File: config.mk
export PLATFORM = sky130hd
export DESIGN_NAME = on_off_threshold_controller
export DESIGN_NICKNAME = d
export VERILOG_FILES = /design/src/on_off_ctrl_pkg.sv /design/src/on_off_threshold_controller.sv
export SDC_FILE = /design/constraint.sdc
export NUM_CORES = 1
export LEC_CHECK = 0
export BUFFER_PORTS_ARGS = -buffer_cell sky130_fd_sc_hd__buf_4
export CAP_MARGIN = 20
export CORE_MARGIN = 10
export CORE_UTILIZATION = 45
export DETAILED_ROUTE_END_ITERATION = 10
export PLACE_DENSITY = 0.62
export REMOVE_ABC_BUFFERS = 1
export SYNTH_ARGS = -nofsm -noshare
export SYNTH_HDL_FRONTEND = slang
export SYNTH_SLANG_ARGS = --single-unit
File: constraint.sdc
create_clock -name pclk -period 9.5 [get_ports pclk]
set_clock_uncertainty 0.15 [all_clocks]
set_input_delay 1.9 -clock pclk [delete_from_list [all_inputs] [get_ports pclk]]
set_output_delay 1.9 -clock pclk [all_outputs]
set_load 0.05 [all_outputs]
File: src/on_off_ctrl_pkg.sv
// Purpose: constants and types for the on/off threshold controller
// Assumes: 50 MHz pclk, millisecond delay settings
// Notes: register offsets are byte addresses on a 32-bit apb
`default_nettype none
package on_off_ctrl_pkg;

  // ----------------------------------------
  // widths and timing
  // ----------------------------------------
  localparam int value_width = 16;
  localparam int delay_width = 16;
  localparam int clk_freq_hz = 50000000;
  localparam int tick_period_ms = 1;
  localparam int cycles_per_ms = clk_freq_hz / 1000 * tick_period_ms;

  // ----------------------------------------
  // register offsets
  // ----------------------------------------
  localparam logic [7:0] ctrl_offset = 8'h00;
  localparam logic [7:0] lower_threshold_offset = 8'h04;
  localparam logic [7:0] upper_threshold_offset = 8'h08;
  localparam logic [7:0] hysteresis_offset = 8'h0c;
  localparam logic [7:0] on_delay_offset = 8'h10;
  localparam logic [7:0] off_delay_offset = 8'h14;
  localparam logic [7:0] status_offset = 8'h18;

  // ----------------------------------------
  // control field layout and resets
  // ----------------------------------------
  localparam int ctrl_type_lsb = 0;
  localparam int ctrl_hyst_bit = 3;
  localparam int ctrl_ext_bit = 4;
  localparam logic [4:0] ctrl_reset = 5'h00;
  localparam logic [15:0] value_reset = 16'h0000;
  localparam int status_out_bit = 0;
  localparam int status_cond_bit = 1;
  localparam int status_pend_bit = 2;

  typedef enum logic [2:0] {
    cmp_between,
    cmp_greater,
    cmp_smaller,
    cmp_out_of_range,
    cmp_equal,
    cmp_smaller_equal,
    cmp_greater_equal,
    cmp_not_equal
  } compare_type;

endpackage
`default_nettype wire

File: src/on_off_threshold_controller.sv
// Purpose: threshold on/off controller with delays and hysteresis, apb slave
// Assumes: unsigned process values, inputs synchronous to pclk
// Notes: settings come from registers or from the external inputs
`timescale 1ns/1ps
`default_nettype none

// Behaviour
// - eight compare types; only two use upper
// - output on when comparison holds, else off
// - off: time on condition, switch after on-delay
// - on: time off condition, switch after off-delay
// - both delays zero: switch immediately
// - hysteresis: turn on above threshold plus hysteresis
// - hysteresis: turn off below threshold minus hysteresis
// - delay timing starts after hysteresis crossing
// - delay settings count in milliseconds
module on_off_threshold_controller (
  input wire logic pclk,
  input wire logic presetn,
  input wire logic clk_en,
  input wire logic psel,
  input wire logic penable,
  input wire logic pwrite,
  input wire logic [7:0] paddr,
  input wire logic [31:0] pwdata,
  output logic [31:0] prdata,
  output logic pready,
  output logic pslverr,
  input wire logic [15:0] process_value_in,
  input wire logic [15:0] ext_lower_threshold,
  input wire logic [15:0] ext_upper_threshold,
  input wire logic [15:0] ext_threshold_hysteresis,
  input wire logic [15:0] ext_turn_on_delay,
  input wire logic [15:0] ext_turn_off_delay,
  output logic control_output
);

  // ----------------------------------------
  // comparison helpers
  // ----------------------------------------
  // raw compare with a bias added to or taken from the thresholds
  function automatic logic compare_fn(
    input logic [2:0] ctype,
    input logic [17:0] v,
    input logic [17:0] lo,
    input logic [17:0] hi
  );
    logic r;
    r = 1'b0;
    case (on_off_ctrl_pkg::compare_type'(ctype))
      on_off_ctrl_pkg::cmp_between: r = (v >= lo) && (v <= hi);
      on_off_ctrl_pkg::cmp_greater: r = v > lo;
      on_off_ctrl_pkg::cmp_smaller: r = v < lo;
      on_off_ctrl_pkg::cmp_out_of_range: r = (v < lo) || (v > hi);
      on_off_ctrl_pkg::cmp_equal: r = v == lo;
      on_off_ctrl_pkg::cmp_smaller_equal: r = v <= lo;
      on_off_ctrl_pkg::cmp_greater_equal: r = v >= lo;
      on_off_ctrl_pkg::cmp_not_equal: r = v != lo;
      default: r = 1'b0;
    endcase
    return r;
  endfunction

  // ----------------------------------------
  // registers
  // ----------------------------------------
  logic [4:0] ctrl_r, ctrl_nxt;
  logic [15:0] lower_threshold_r, lower_threshold_nxt;
  logic [15:0] upper_threshold_r, upper_threshold_nxt;
  logic [15:0] hysteresis_r, hysteresis_nxt;
  logic [15:0] on_delay_r, on_delay_nxt;
  logic [15:0] off_delay_r, off_delay_nxt;
  logic wr_en;
  logic rd_en;
  logic addr_ok;
  logic [31:0] prdata_nxt;

  assign wr_en = psel && penable && pwrite;
  assign rd_en = psel && !penable && !pwrite;
  // every access completes in one cycle, so the slave never stalls
  assign pready = 1'b1;

  always_comb begin
    case (paddr)
      on_off_ctrl_pkg::ctrl_offset,
      on_off_ctrl_pkg::lower_threshold_offset,
      on_off_ctrl_pkg::upper_threshold_offset,
      on_off_ctrl_pkg::hysteresis_offset,
      on_off_ctrl_pkg::on_delay_offset,
      on_off_ctrl_pkg::off_delay_offset,
      on_off_ctrl_pkg::status_offset: addr_ok = 1'b1;
      default: addr_ok = 1'b0;
    endcase
  end

  assign pslverr = psel && penable && !addr_ok;

  always_comb begin
    ctrl_nxt = ctrl_r;
    lower_threshold_nxt = lower_threshold_r;
    upper_threshold_nxt = upper_threshold_r;
    hysteresis_nxt = hysteresis_r;
    on_delay_nxt = on_delay_r;
    off_delay_nxt = off_delay_r;
    if (wr_en) begin
      case (paddr)
        on_off_ctrl_pkg::ctrl_offset: ctrl_nxt = pwdata[4:0];
        on_off_ctrl_pkg::lower_threshold_offset: lower_threshold_nxt = pwdata[15:0];
        on_off_ctrl_pkg::upper_threshold_offset: upper_threshold_nxt = pwdata[15:0];
        on_off_ctrl_pkg::hysteresis_offset: hysteresis_nxt = pwdata[15:0];
        on_off_ctrl_pkg::on_delay_offset: on_delay_nxt = pwdata[15:0];
        on_off_ctrl_pkg::off_delay_offset: off_delay_nxt = pwdata[15:0];
        default: ctrl_nxt = ctrl_r;
      endcase
    end
  end

  always_ff @(posedge pclk or negedge presetn) begin
    if (!presetn) begin
      ctrl_r <= on_off_ctrl_pkg::ctrl_reset;
      lower_threshold_r <= on_off_ctrl_pkg::value_reset;
      upper_threshold_r <= on_off_ctrl_pkg::value_reset;
      hysteresis_r <= on_off_ctrl_pkg::value_reset;
      on_delay_r <= on_off_ctrl_pkg::value_reset;
      off_delay_r <= on_off_ctrl_pkg::value_reset;
    end else if (clk_en) begin
      ctrl_r <= ctrl_nxt;
      lower_threshold_r <= lower_threshold_nxt;
      upper_threshold_r <= upper_threshold_nxt;
      hysteresis_r <= hysteresis_nxt;
      on_delay_r <= on_delay_nxt;
      off_delay_r <= off_delay_nxt;
    end
  end

  // ----------------------------------------
  // effective settings
  // ----------------------------------------
  // external inputs replace the stored values, the hysteresis enable stays in ctrl
  logic use_ext;
  logic hyst_on;
  logic [2:0] ctype;
  logic [15:0] lo_eff, hi_eff, hys_eff, ton_eff, turn_off_delay_eff;

  assign use_ext = ctrl_r[on_off_ctrl_pkg::ctrl_ext_bit];
  assign hyst_on = ctrl_r[on_off_ctrl_pkg::ctrl_hyst_bit];
  assign ctype = ctrl_r[on_off_ctrl_pkg::ctrl_type_lsb +: 3];
  assign lo_eff = use_ext ? ext_lower_threshold : lower_threshold_r;
  assign hi_eff = use_ext ? ext_upper_threshold : upper_threshold_r;
  assign hys_eff = hyst_on ? (use_ext ? ext_threshold_hysteresis : hysteresis_r) : 16'h0000;
  assign ton_eff = use_ext ? ext_turn_on_delay : on_delay_r;
  assign turn_off_delay_eff = use_ext ? ext_turn_off_delay : off_delay_r;

  // ----------------------------------------
  // condition with hysteresis
  // ----------------------------------------
  logic [17:0] v_x, lo_x, hi_x, h_x;
  logic on_cond, off_cond, target;
  logic out_r, out_nxt;

  assign v_x = {2'b00, process_value_in} + 18'h08000 + 18'h08000;
  assign lo_x = {2'b00, lo_eff} + 18'h10000;
  assign hi_x = {2'b00, hi_eff} + 18'h10000;
  assign h_x = {2'b00, hys_eff};

  // offsets keep the biased thresholds away from wrap
  always_comb begin
    on_cond = compare_fn(ctype, v_x, lo_x, hi_x);
    off_cond = !on_cond;
    if (hyst_on) begin
      case (on_off_ctrl_pkg::compare_type'(ctype))
        on_off_ctrl_pkg::cmp_greater, on_off_ctrl_pkg::cmp_greater_equal: begin
          on_cond = compare_fn(ctype, v_x, lo_x + h_x, hi_x);
          off_cond = v_x < lo_x - h_x;
        end
        on_off_ctrl_pkg::cmp_smaller, on_off_ctrl_pkg::cmp_smaller_equal: begin
          on_cond = compare_fn(ctype, v_x, lo_x - h_x, hi_x);
          off_cond = v_x > lo_x + h_x;
        end
        on_off_ctrl_pkg::cmp_between: begin
          on_cond = compare_fn(ctype, v_x, lo_x + h_x, hi_x - h_x);
          off_cond = (v_x < lo_x - h_x) || (v_x > hi_x + h_x);
        end
        on_off_ctrl_pkg::cmp_out_of_range: begin
          on_cond = compare_fn(ctype, v_x, lo_x - h_x, hi_x + h_x);
          off_cond = (v_x > lo_x + h_x) && (v_x < hi_x - h_x);
        end
        default: begin
          on_cond = compare_fn(ctype, v_x, lo_x, hi_x);
          off_cond = !on_cond;
        end
      endcase
    end
  end

  // outside both bands the present state stands
  assign target = out_r ? !off_cond : on_cond;

  // ----------------------------------------
  // millisecond tick and delay timing
  // ----------------------------------------
  localparam logic [15:0] tick_last = 16'(on_off_ctrl_pkg::cycles_per_ms - 1);
  logic [15:0] pre_r, pre_nxt;
  logic [15:0] ms_r, ms_nxt;
  logic pend_r, pend_nxt;
  logic tick;
  logic [15:0] delay_sel;

  // prescaler restarts with each pending start, so delays are whole milliseconds
  assign tick = pre_r == tick_last;
  assign delay_sel = out_r ? turn_off_delay_eff : ton_eff;

  always_comb begin
    pre_nxt = tick ? 16'h0000 : pre_r + 16'h0001;
    out_nxt = out_r;
    ms_nxt = ms_r;
    pend_nxt = pend_r;
    if (ton_eff == 16'h0000 && turn_off_delay_eff == 16'h0000) begin
      out_nxt = target;
      pend_nxt = 1'b0;
      ms_nxt = 16'h0000;
    end else if (target == out_r) begin
      pend_nxt = 1'b0;
      ms_nxt = 16'h0000;
    end else if (!pend_r) begin
      pend_nxt = 1'b1;
      ms_nxt = 16'h0000;
      pre_nxt = 16'h0000;
      if (delay_sel == 16'h0000) begin
        out_nxt = target;
        pend_nxt = 1'b0;
      end
    end else if (tick) begin
      if (ms_r + 16'h0001 >= delay_sel) begin
        out_nxt = target;
        pend_nxt = 1'b0;
        ms_nxt = 16'h0000;
      end else begin
        ms_nxt = ms_r + 16'h0001;
      end
    end
  end

  always_ff @(posedge pclk or negedge presetn) begin
    if (!presetn) begin
      pre_r <= 16'h0000;
      ms_r <= 16'h0000;
      pend_r <= 1'b0;
      out_r <= 1'b0;
    end else if (clk_en) begin
      pre_r <= pre_nxt;
      ms_r <= ms_nxt;
      pend_r <= pend_nxt;
      out_r <= out_nxt;
    end
  end

  assign control_output = out_r;

  // ----------------------------------------
  // read data
  // ----------------------------------------
  logic [31:0] prdata_r;
  logic [31:0] status_word;

  // status flags at their package positions, elapsed ms just above them
  always_comb begin
    status_word = 32'h00000000;
    status_word[on_off_ctrl_pkg::status_out_bit] = out_r;
    status_word[on_off_ctrl_pkg::status_cond_bit] = target;
    status_word[on_off_ctrl_pkg::status_pend_bit] = pend_r;
    status_word[on_off_ctrl_pkg::status_pend_bit + 1 +: 16] = ms_r;
  end

  always_comb begin
    prdata_nxt = prdata_r;
    if (rd_en) begin
      case (paddr)
        on_off_ctrl_pkg::ctrl_offset: prdata_nxt = {27'h0, ctrl_r};
        on_off_ctrl_pkg::lower_threshold_offset: prdata_nxt = {16'h0, lower_threshold_r};
        on_off_ctrl_pkg::upper_threshold_offset: prdata_nxt = {16'h0, upper_threshold_r};
        on_off_ctrl_pkg::hysteresis_offset: prdata_nxt = {16'h0, hysteresis_r};
        on_off_ctrl_pkg::on_delay_offset: prdata_nxt = {16'h0, on_delay_r};
        on_off_ctrl_pkg::off_delay_offset: prdata_nxt = {16'h0, off_delay_r};
        on_off_ctrl_pkg::status_offset: prdata_nxt = status_word;
        default: prdata_nxt = 32'h00000000;
      endcase
    end
  end

  always_ff @(posedge pclk or negedge presetn) begin
    if (!presetn) begin
      prdata_r <= 32'h00000000;
    end else if (clk_en) begin
      prdata_r <= prdata_nxt;
    end
  end

  assign prdata = prdata_r;

endmodule

`default_nettype wire

**Word-level counts from Yosys, hierarchy flattened**

Index checks and enable logic that the tools add are counted.

- $add $sub $neg: 10
- $lt $le $gt $ge: 18
- Equal/unequal tests: 25
- Muxes and demuxes: 41
- Reductions and logical operators: 36

Operators with widths:

| cell | count |
|---|---|
| 16-bit 2-to-1 mux | 16 |
| 19-bit case mux with 7 select lines | 1 |
| 18-bit greater-than comparator | 5 |
| 18-bit less-or-equal comparator | 5 |
| 18-bit < comparator | 4 |
| 18-bit equality test | 3 |
| 18-bit greater-or-equal comparator | 3 |
| 18-bit inequality test | 3 |
| 16-bit logical NOT | 3 |
| 16-bit by 17-bit adder with 18-bit output, second input constant | 2 |
| 18-bit by 16-bit adder with 18-bit output | 2 |
| 18-bit by 16-bit subtractor with 18-bit output | 2 |
| 16-bit by 1-bit adder with 16-bit output, second input constant | 2 |
| 8-bit by 5-bit equality test with 1-bit output, second input constant | 3 |
| 17-bit by 16-bit adder with 18-bit output, second input constant | 1 |
| 1-bit 2-to-1 mux | 18 |
| 1-bit case mux with 6 select lines | 3 |
| 3-bit AND reduction | 6 |
| 16-bit by 16-bit adder with 17-bit output, second input constant | 1 |
| 16-bit equality test, second input constant | 1 |
| 8-bit by 4-bit equality test with 1-bit output, second input constant | 2 |
| 16-bit greater-or-equal comparator | 1 |
| 3-bit equality test, second input constant | 4 |
| 1-bit logical AND | 9 |
| 19 further kinds | 30 |

- Register bits: 151
- Bits of input ports: 142
- Logic and storage cells: 141

**Depth between registers and ports, before layout**

Gate-level depths: netlist (run 1).

- Depth in word-level cells: 16
- Depth in mapped cells: 35
- Gate-level depth less buffers: 29

**Worst setup path after synthesis (run 1)**

No wires, ideal clock.

- Path type: reg-to-reg
- Start point: register ctrl_r[4]
- End point: register ms_r[0]
- Library setup time: 64 ps
- Arrival: 7097 ps
- Data required time: 9286 ps
- Slack: 2189 ps
- Stages on the path, launching flop included: 35
- Path buffers: 6
- Cells stage by stage: dfrtp_1 buf_2 buf_1 clkbuf_1 clkbuf_1 buf_1 mux2i_1 inv_1 ha_1 nor2b_1 o21ai_0 a21oi_1 o21ai_0 a21boi_0 o21ai_0 a21oi_1 o31ai_1 a211o_1 nand2_1 a21oi_1 xnor2_1 ha_1 nand4_1 nor3_1 o31ai_1 nand4b_1 a21oi_1 a41oi_1 o2bb2ai_1 nand3b_1 and4bb_4 mux2_4 buf_6 nor4b_2 a21o_1

- Word-level cells in the longest chain between the ends: 14
- Elaborated cells on any way between the ends: 67

RTL lines:

| item | line | RTL |
|---|---|---|
| from (decl) | on_off_threshold_controller.sv:67 | `logic [4:0] ctrl_r, ctrl_nxt;` |
| from (signal assigned) | on_off_threshold_controller.sv:120 | `ctrl_r <= on_off_ctrl_pkg::ctrl_reset;` |
| from (signal assigned) | on_off_threshold_controller.sv:127 | `ctrl_r <= ctrl_nxt;` |
| branches (longest 14 deep; another with 16-bit by 17-bit adder with 18-bit output) | n/a |  |
| to (signal assigned) | on_off_threshold_controller.sv:252 | `ms_r <= ms_nxt;` |
| to (decl) | on_off_threshold_controller.sv:204 | `logic [15:0] ms_r, ms_nxt;` |

Parallel ways; which one is timed is not known. The select of a mux whose other input is x is not followed.
A chain may end at the register's enable or synchronous reset.

**Worst setup path in the final report (run 1)**

- Start point: input ext_threshold_hysteresis[1]
- End point: register pre_r[13]

- Word-level cells in the longest chain between the ends: 12
- Elaborated cells on any way between the ends: 35

RTL lines:

| item | line | RTL |
|---|---|---|
| from (decl) | on_off_threshold_controller.sv:32 | `input wire logic [15:0] ext_threshold_hysteresis,` |
| 16-bit 2-to-1 mux * (2 in a row) | on_off_threshold_controller.sv:150 | `assign hys_eff = hyst_on ? (use_ext ? ext_threshold_hysteresis : hysteresis_r) : 16'h0000;` |
| branches (longest 6 deep; another with 18-bit by 16-bit subtractor with 18-bit output) | n/a |  |
| 1-bit 2-to-1 mux * | on_off_threshold_controller.sv:197 | `assign target = out_r ? !off_cond : on_cond;` |
| 1-bit equality test * | on_off_threshold_controller.sv:222 | `end else if (target == out_r) begin` |
| 16-bit 2-to-1 mux * | on_off_threshold_controller.sv:222 |  |
| 16-bit 2-to-1 mux * | on_off_threshold_controller.sv:218 | `if (ton_eff == 16'h0000 && turn_off_delay_eff == 16'h0000) begin` |
| to (signal assigned) | on_off_threshold_controller.sv:251 | `pre_r <= pre_nxt;` |
| to (decl) | on_off_threshold_controller.sv:203 | `logic [15:0] pre_r, pre_nxt;` |

Every way passes the cells marked *.

==> reports/results.tsv, run 1 <==
stage	metric	value	unit
outcome	run_status	complete, no violations	
timing	setup_viol	0	
setup_path	path_max_fanout	15	
timing	finalHoldViolations	0	
global_route	overflow	0	
synth	yosys.area.top_type	dfrtp_1	
global_route	antenna_found_initial	0	
place	placed_area	15200	sq um
synth	async_reset_ff_share	100	%
pwr	ir_drop	0.103	mV
timing	worst_pin_slew	0.947	ns
timing	min_period_over_period	87.4	%
drt	vias	12400	
place	hpwlAfterDp	36.4	mm
final_layout	syn2layout_area_growth	14.2	%
die	pin_count	177	
die	die_height	195	microns
clocking	cts.htree.levels	4	
place	portBuffers	146	
setup_path	path_class	in2reg	
synth	synth_top_area_share	25.0	%
drt	drt-initial-drc-count	864	
drt	dr.pass1.iters	6	
clocking	postCtsResizedCells	0	
hold_path	hp-class	reg2reg	
clocking	clk_pin_slew	0.07	ns
synth	ys_warn_count	0	
die	fp-row-count	64	
drt	drtAntennaViolNets	0	
global_route	track_usage	22.8	%
clocking	cts_buffers	17	
clocking	cts_setup_buffers	0	
timing	grt_setup_unrepaired	no	
setup_path	cp_data_arrival_time	8.47	ns
clocking	clkSinkCount	138	
synth	synthTopCellsByCount	178 x ha_1, 138 x dfrtp_1, 125 x inv_1, 106 x mux2_2, 105 x a21oi_1	
synth	syn_inst	1546	
final_layout	antenna_cells	0	
final_layout	fillers	2886	
global_route	grt_pass1_vias	12500	
final_layout	nNetsFinal	1977	
pwr	power_density	112	nW/um^2
clocking	clock_path_buffers	2	
clocking	cts_tree	built	
timing	max_slew_margin	36.4	%
pwr	leakage	7.61	nW
job	max-cap-violations	0	
setup_path	cp.depth	30	
setup_path	start_kind	input pin	
synth	yosysMostFrequentCell	ha_1	
synth	synth_seq_cells	138	
die	die_w	195	microns
clocking	clockRootBuffer	clkbuf_16	
final_layout	drive_above_1_share	20.2	%
drt	routed_wl	45.2	mm
final_layout	postLayoutCellArea	15800	sq um
setup_path	crit_family	compound AO/OA/AOI/OAI gates	
place	gp_congestion	0.972	
setup_path	cp_slowest_cell	mux2i_4	
synth	ys.flop_type	dfrtp_1	
drt	drcViolationCount	0	
timing	slew_viol_final	0	
synth	netlist_area	13800	sq um
clocking	clk_latency	0.43	ns
timing	period_needed	8.31	ns
synth	avgSynthCellArea	8.93	sq um
global_route	grt_pass1_wl	70.0	mm
setup_path	slowest_delay	0.54	ns
synth	ys_types	78	
die	dieArea	38100	sq um
setup_path	crit_top_cell	a21oi_1	
timing	fmax	120	MHz
setup_path	cp-end-kind	register	
drt	via_per_inst	6.02	
synth	synth_enable_flop_cells	0	
timing	fin_setup_tns	0	ns
die	core_area	30400	sq um
setup_path	cp_num_buf_inv	2	
hold_path	hold_depth	1	
global_route	grt_max_degree	77	
setup_path	rr_worst_depth	28	
synth	ys_seq_area_share	25.0	%
setup_path	r2r_setup_slack	2.00	ns
clocking	hold_buffers	0	
die	start_util	45.4	%
drt	wl_per_cell	21.9	microns
synth	synthTopCellsByArea	dfrtp_1 25%, ha_1 16%, mux2_2 8.6%	
setup_path	crit_required	9.67	ns
## metal layers
metal	vias up	global-route usage [%]	routed length (microns)
met3	70	3.32	2130
met5	-	0	0
li1	5889	-	-
met4	0	6.76	1100
met2	395	40.3	22800
met1	6049	28.0	19100
## final cells by class
type | count | area [sq um] | area share [%]
well taps | 396 | 495 | 3.14
clock inverters | 15 | 155 | 0.984
repair buffers | 157 | 1180 | 7.48
clock buffers | 17 | 425 | 2.70
flip-flops and latches | 138 | 3460 | 21.9
multi-input cells | 1212 | 9580 | 60.7
inverters | 127 | 477 | 3.02
## sequential cells by signal, summed over array words and instances (netlist names)
name	cells
control_output	1
pend_r	1
ctrl_r	5
on_delay_r	16
pre_r	16
off_delay_r	16
ms_r	16
hysteresis_r	16
lower_threshold_r	16
upper_threshold_r	16
prdata	19
## metrics by stage
step	instances	hold WS, ns	setup WS [ns]	utilization, %	power, mW
after floorplan	1477	0.322	2.07	-	0.927
after global placement	2029	0.346	0.977	49.9	1.10
after detailed placement	2029	0.350	0.903	49.9	1.11
after CTS	2061	0.360	1.32	51.8	1.77
after global routing	2062	0.394	0.693	51.8	1.84
final	2062	0.354	1.19	51.8	1.76
## power by group
part           switching (mW)  internal, mW  total (mW)  leakage, nW
logic                   0.268         0.166       0.435         5.49
registers              0.0363         0.625       0.662         1.83
clock network           0.292         0.371       0.663        0.285
## worst reg2reg max path: cells and delay by family (launching register included)
family,cells,cell delay [ns]
multiplexers,1,0.54
AO/OA/AOI/OAI,14,2.75
AND/OR/NAND/NOR,9,2.14
adder cells (fa/ha/maj),2,0.72
XOR/XNOR,1,0.09
flip-flops,1,0.82
buffers and inverters,1,0.20
## cell families after synthesis
kind of cell | Yosys count | share of synthesized area [%]
simple gates | 398 | 15.1
compound gates | 383 | 18.0
buf+inv | 208 | 6.21
fa+ha+maj | 182 | 16.7
mux | 172 | 14.9
flops | 138 | 25.0
xor+xnor | 63 | 4.00
other cells | 2 | 0.0544
## path summary, 6_finish.rpt
check / start / to
max in group asynchronous: presetn / ctrl_r[4]
hold / removal: pre_r[0] / pre_r[0]
min in group asynchronous: presetn / pre_r[3]
setup reg to reg: ctrl_r[3] / pre_r[13]
hold reg to reg: pre_r[0] / pre_r[0]
setup / recovery: ext_threshold_hysteresis[1] / pre_r[13]
## cells in the final DEF, fill, tap and decap left out, types with 49 or more instances in the layout
cell type	synthesis	final
ha_1	178	178
buf_4	15	155
dfrtp_1	138	137
inv_1	125	125
mux2_2	106	106
a21oi_1	105	105
nor2_1	92	92
o21ai_0	87	87
nand2_1	84	84
xnor2_1	49	49
mux2i_1	49	49
Power figures use the tool's default switching activity.
==> run 2, diff against run 1 <==
- ABC_AREA: default -> 1
- PLACE_DENSITY: 0.62 -> 0.61
==> reports/results.tsv, run 2 <==
stage	metric	value	unit
outcome	run_status	complete, no violations	
global_route	overflow	0	
job	max-cap-violations	0	
hold_path	hp-class	reg2reg	
global_route	met1_usage	30.5	%
timing	fin_setup_tns	0	ns
timing	setup_viol	0	
timing	finalHoldViolations	0	
setup_path	path_class	in2reg	
timing	max_slew_margin	29.4	%
setup_path	start_kind	input pin	
final_layout	nNetsFinal	2525	
drt	vias	14200	
synth	ys_warn_count	0	
place	pre_cts_slack	1.68	ns
setup_path	slowest_delay	0.43	ns
final_layout	regArea	3450	sq um
drt	via_per_inst	5.43	
synth	ys_seq_area_share	24.1	%
timing	period_needed	7.41	ns
timing	worst_pin_slew	1.06	ns
drt	drtAntennaViolNets	0	
synth	synth_seq_cells	138	
die	die_w	198	microns
drt	drt-initial-drc-count	1122	
clocking	clk_latency	0.43	ns
place	hpwlAfterDp	39.8	mm
setup_path	cp_slowest_cell	nor3_1	
setup_path	r2r_setup_slack	2.53	ns
global_route	met2_usage	42.6	%
setup_path	path_max_fanout	16	
final_layout	antenna_cells	0	
setup_path	crit_required	9.65	ns
pwr	ir_drop	0.108	mV
clocking	clk_pin_slew	0.06	ns
drt	drcViolationCount	0	
timing	min_period_over_period	78.0	%
final_layout	final_cell_mix	438 x nand2_1, 294 x inv_1, 217 x o21ai_0	
place	post-place-cells	2584	
final_layout	syn2layout_area_growth	13.3	%
timing	grt_setup_unrepaired	no	
final_layout	largest_reg_flops	19	
die	fp-row-count	65	
final_layout	multi_input_area	9350	sq um
clocking	cts.htree.levels	4	
final_layout	drive_above_1_share	13.9	%
timing	holdWs	0.336	ns
timing	slew_viol_final	0	
synth	ys.flop_type	dfrtp_1	
pwr	power_density	106	nW/um^2
hold_path	hold_end	off_delay_r[8]	
drt	routed_wl	49.1	mm
drt	dr.pass1.iters	5	
die	pin_count	177	
global_route	grt_busiest_layer	met2	
synth	syn_inst	2090	
synth	yosysMostFrequentCell	nand2_1	
die	die_height	198	microns
drt	wl_per_cell	18.8	microns
timing	setup_ws	2.09	ns
global_route	track_usage	24.8	%
global_route	met3_usage	3.30	%
place	gp_congestion	0.913	
clocking	clock_path_buffers	2	
final_layout	stdcell_count	2614	
clocking	clockRootBuffer	clkbuf_16	
timing	fmax	135	MHz
setup_path	cp_num_buf_inv	3	
hold_path	worstHoldStart	off_delay_r[8]	
synth	synthTopCellsByArea	dfrtp_1 24%, ha_1 16%, nand2_1 11%	
setup_path	rr_worst_depth	38	
final_layout	fillers	3244	
global_route	grt_pass1_wl	75.7	mm
die	start_util	45.5	%
place	portBuffers	146	
global_route	grt_max_degree	75	
synth	avgSynthCellArea	6.85	sq um
synth	netlist_area	14300	sq um
clocking	postCtsResizedCells	0	
setup_path	crit_top_cell	nand2_1	
die	dieArea	39400	sq um
hold_path	hold_depth	2	
clocking	cts_buffers	17	
synth	synthTopCellsByCount	438 x nand2_1, 294 x inv_1, 217 x o21ai_0, 178 x ha_1, 164 x nor2_1	
synth	synth_top_area_share	24.1	%
synth	synth_enable_flop_cells	0	
die	core_area	31500	sq um
synth	yosys.area.top_type	dfrtp_1	
clocking	clkSinkCount	138	
setup_path	r2r-start	ctrl_r[4]	
synth	ys_types	54	
global_route	grt_pass1_vias	14000	
final_layout	final_common_cell	nand2_1	
pwr	leakage	8.27	nW
setup_path	cp_data_arrival_time	7.56	ns
clocking	hold_buffers	0	
setup_path	crit_family	simple AND/OR/NAND/NOR gates	
synth	async_reset_ff_share	100	%
global_route	antenna_found_initial	0	
setup_path	cp-end-kind	register	
clocking	cts_tree	built	
setup_path	r2r_end	ms_r[10]	
clocking	cts_setup_buffers	0	
[run 2: cell types whose count changed after synthesis, sizes merged, moves of 77 or more]
cell / change
nor2: +77
inv: +182
nand2: +388
nand3: +81
o21ai: +146
mux2: -99
[run 2: through the flow]
step	util (%)	power (mW)	area, sq um
after floorplan	-	0.935	14000
after global placement	49.8	1.10	15700
after detailed placement	49.8	1.11	15700
after CTS	51.5	1.72	16200
after global routing	51.5	1.81	16200
final	51.5	1.71	16200
[run 2: cell type report]
class	count	share of cell area, %
Multi-Input combinational cell	1573	57.7
Inverter	311	7.20
Timing Repair Buffer	160	7.43
Clock inverter	12	0.648
Tap cell	402	3.10
Sequential cell	138	21.3
Clock buffer	18	2.65
[run 2: cell families (layout without fill, tap and decap cells)]
kind of cell / after synthesis / after routing / share of synthesized area (%)
DFF: 138 / 138 / 24.1
other: 2 / 14 / 0.0524
adders and majority gates: 182 / 182 / 16.1
xor gates and xnor gates: 75 / 75 / 4.59
AOI/OAI and AO/OA: 416 / 416 / 16.5
buffers and inverters: 391 / 501 / 11.0
muxes: 10 / 10 / 0.769
and+or+nand+nor: 876 / 876 / 26.9
[run 2: worst max path at each step]
stage | end | slack [ns] | depth (start not counted) | from
2_1_floorplan | ms_r[10] | 2.09 | 35 | ctrl_r[4]
3_3_place_gp | ms_r[10] | 1.71 | 33 | ext_threshold_hysteresis[6]
3_5_place_dp | pre_r[6] | 1.68 | 33 | ext_threshold_hysteresis[6]
4_1_cts | pre_r[6] | 2.13 | 33 | ext_threshold_hysteresis[6]
5_1_grt | ms_r[3] | 1.43 | 35 | ext_threshold_hysteresis[6]
6_report | ms_r[10] | 2.09 | 37 | ext_threshold_hysteresis[2]
[run 2: worst reg2reg max path, delay by kind of cell (launching register included)]
family,cells,cell delay [ns]
xor gates and xnor gates,1,0.19
buffers and inverters,4,0.75
adders and majority gates,2,0.68
AOI/OAI and AO/OA,10,1.79
DFF,1,0.61
and+or+nand+nor,21,2.70
[run 2: per-layer routing]
metal	wire length, microns	part of all wire (%)
met1	21100	43
met2	23900	49
met3	2460	5.0
met4	1690	3.4
met5	0	0
[run 2: where the power goes]
| group | switching, mW | internal, mW | leakage (nW) |
|---|---|---|---|
| registers | 0.0192 | 0.607 | 1.91 |
| logic | 0.306 | 0.168 | 6.11 |
| clock network | 0.258 | 0.354 | 0.249 |
| total | 0.583 | 1.13 | 8.27 |
==> run 3, diff against run 2 <==
- PLACE_DENSITY: 0.61 -> 0.64
- clock period: 9.5 -> 6.8 ns (I/O delays scaled with it)
==> reports/results.tsv, run 3 (synthesized netlist as in run 2, its figures left out) <==
stage	metric	value	unit
outcome	run_status	complete, no violations	
timing	worst_pin_slew	1.09	ns
pwr	power_density	151	nW/um^2
setup_path	cp-end-kind	register	
timing	setup_viol	0	
global_route	track_usage	24.4	%
final_layout	postLayoutCellArea	16500	sq um
hold_path	hold_depth	2	
die	dieArea	39400	sq um
final_layout	syn2layout_area_growth	15.3	%
setup_path	r2r_setup_slack	0.72	ns
timing	finalHoldViolations	0	
timing	slew_viol_final	0	
final_layout	stdcell_count	2644	
final_layout	fillers	3194	
hold_path	hp-class	reg2reg	
hold_path	hold_end	pre_r[3]	
die	pin_count	177	
final_layout	multi_input_area	9360	sq um
final_layout	fin_util	52.5	%
drt	vias	14400	
final_layout	final_common_cell	nand2_1	
setup_path	start_kind	input pin	
place	gp_congestion	0.973	
drt	drt-initial-drc-count	840	
clocking	clock_path_buffers	2	
global_route	grt_pass1_vias	14300	
drt	drtAntennaViolNets	0	
global_route	grt_pass1_wl	75.1	mm
global_route	overflow	0	
place	placed_area	15900	sq um
setup_path	cp_slowest_cell	ha_1	
setup_path	r2r-start	ctrl_r[4]	
die	die_height	198	microns
clocking	hold_buffers	0	
final_layout	nNetsFinal	2553	
setup_path	rr_worst_depth	35	
timing	min_period_over_period	91.9	%
place	hpwlAfterDp	39.5	mm
pwr	leakage	8.46	nW
setup_path	cp_num_buf_inv	3	
timing	grt_setup_unrepaired	no	
global_route	grt_max_degree	71	
clocking	cts_setup_buffers	0	
clocking	clkSinkCount	138	
timing	period_needed	6.25	ns
final_layout	antenna_cells	0	
clocking	clk_pin_slew	0.06	ns
job	max-cap-violations	0	
hold_path	worstHoldStart	pre_r[3]	
die	core_area	31500	sq um
drt	routed_wl	48.5	mm
place	portBuffers	146	
drt	wl_per_cell	18.3	microns
die	start_util	45.5	%
timing	fmax	160	MHz
setup_path	cp_data_arrival_time	6.40	ns
drt	via_per_inst	5.43	
clocking	clk_latency	0.43	ns
drt	drcViolationCount	0	
final_layout	drive_above_1_share	15.1	%
clocking	cts_tree	built	
clocking	cts_buffers	17	
setup_path	path_max_fanout	15	
final_layout	largest_reg_flops	19	
setup_path	path_class	in2reg	
setup_path	crit_required	6.95	ns
timing	holdWs	0.335	ns
clocking	clockRootBuffer	clkbuf_16	
final_layout	regArea	3450	sq um
clocking	cts.htree.levels	4	
timing	fin_setup_tns	0	ns
setup_path	crit_top_cell	nand2_1	
die	die_w	198	microns
drt	dr.pass1.iters	6	
setup_path	r2r_end	pre_r[6]	
final_layout	final_cell_mix	438 x nand2_1, 294 x inv_1, 216 x o21ai_0	
setup_path	crit_family	compound AO/OA/AOI/OAI gates	
global_route	antenna_found_initial	0	
pwr	ir_drop	0.172	mV
place	post-place-cells	2611	
setup_path	slowest_delay	0.39	ns
timing	max_slew_margin	26.8	%
setup_path	cp.depth	35	
die	fp-row-count	65	
-- run 3: changes by cell type in the layout (fill, tap and decap cells not counted), sizes merged --
cell / change
clkinv: -1
clkbuf: +2
clkinvlp: -2
bufinv: +2
buf: +28
inv: +1
-- run 3: final cells by class --
cell class	instances	area share, %
sequential	138	20.9
inverter	311	7.07
tap	402	3.05
clock inverter	12	0.886
timing repair buffer	188	8.61
multi-input combinational	1573	56.7
clock buffer	20	2.77
-- run 3: per-stage QoR --
step	setup WS, ns	power [mW]
2_1_floorplan	-0.614	1.31
6_report	0.554	2.50
5_1_grt	0.0848	2.63
3_5_place_dp	0.0356	1.55
4_1_cts	0.420	2.50
3_3_place_gp	0.0314	1.54
-- run 3: metal layers --
metal	GRT usage, %	share of wire (%)	vias to the layer above
met4	8.34	2.9	0
met2	43.3	50	476
met5	0	0	-
met1	29.6	42	6683
li1	-	-	7108
met3	3.19	5.6	84
-- run 3: report_power, final --
part / internal (mW) / switching (mW)
Combinational: 0.241 / 0.426
Sequential: 0.847 / 0.0258
Clock: 0.593 / 0.362
-- run 3: worst min-delay path: stages (launching register included) --
cell and delay (ns):
dfrtp_1 0.34, nand2_1 0.05, o21ai_0 0.06
-- run 3: worst max path at each step --
stage | startpoint | end
detailed placement | ext_lower_threshold[2] | pre_r[2]
finish | ext_lower_threshold[2] | pre_r[6]
global placement | ext_lower_threshold[2] | pre_r[6]
floorplan | ctrl_r[4] | ms_r[10]
global route | ext_lower_threshold[2] | pre_r[2]
CTS | ctrl_r[4] | pre_r[3]
-- run 3: repair_timing --
action / CTS / global route
setup endpoints to repair: 0 / 32
hold endpoints to repair: 0 / 0
gates resized for setup: 0 / 3
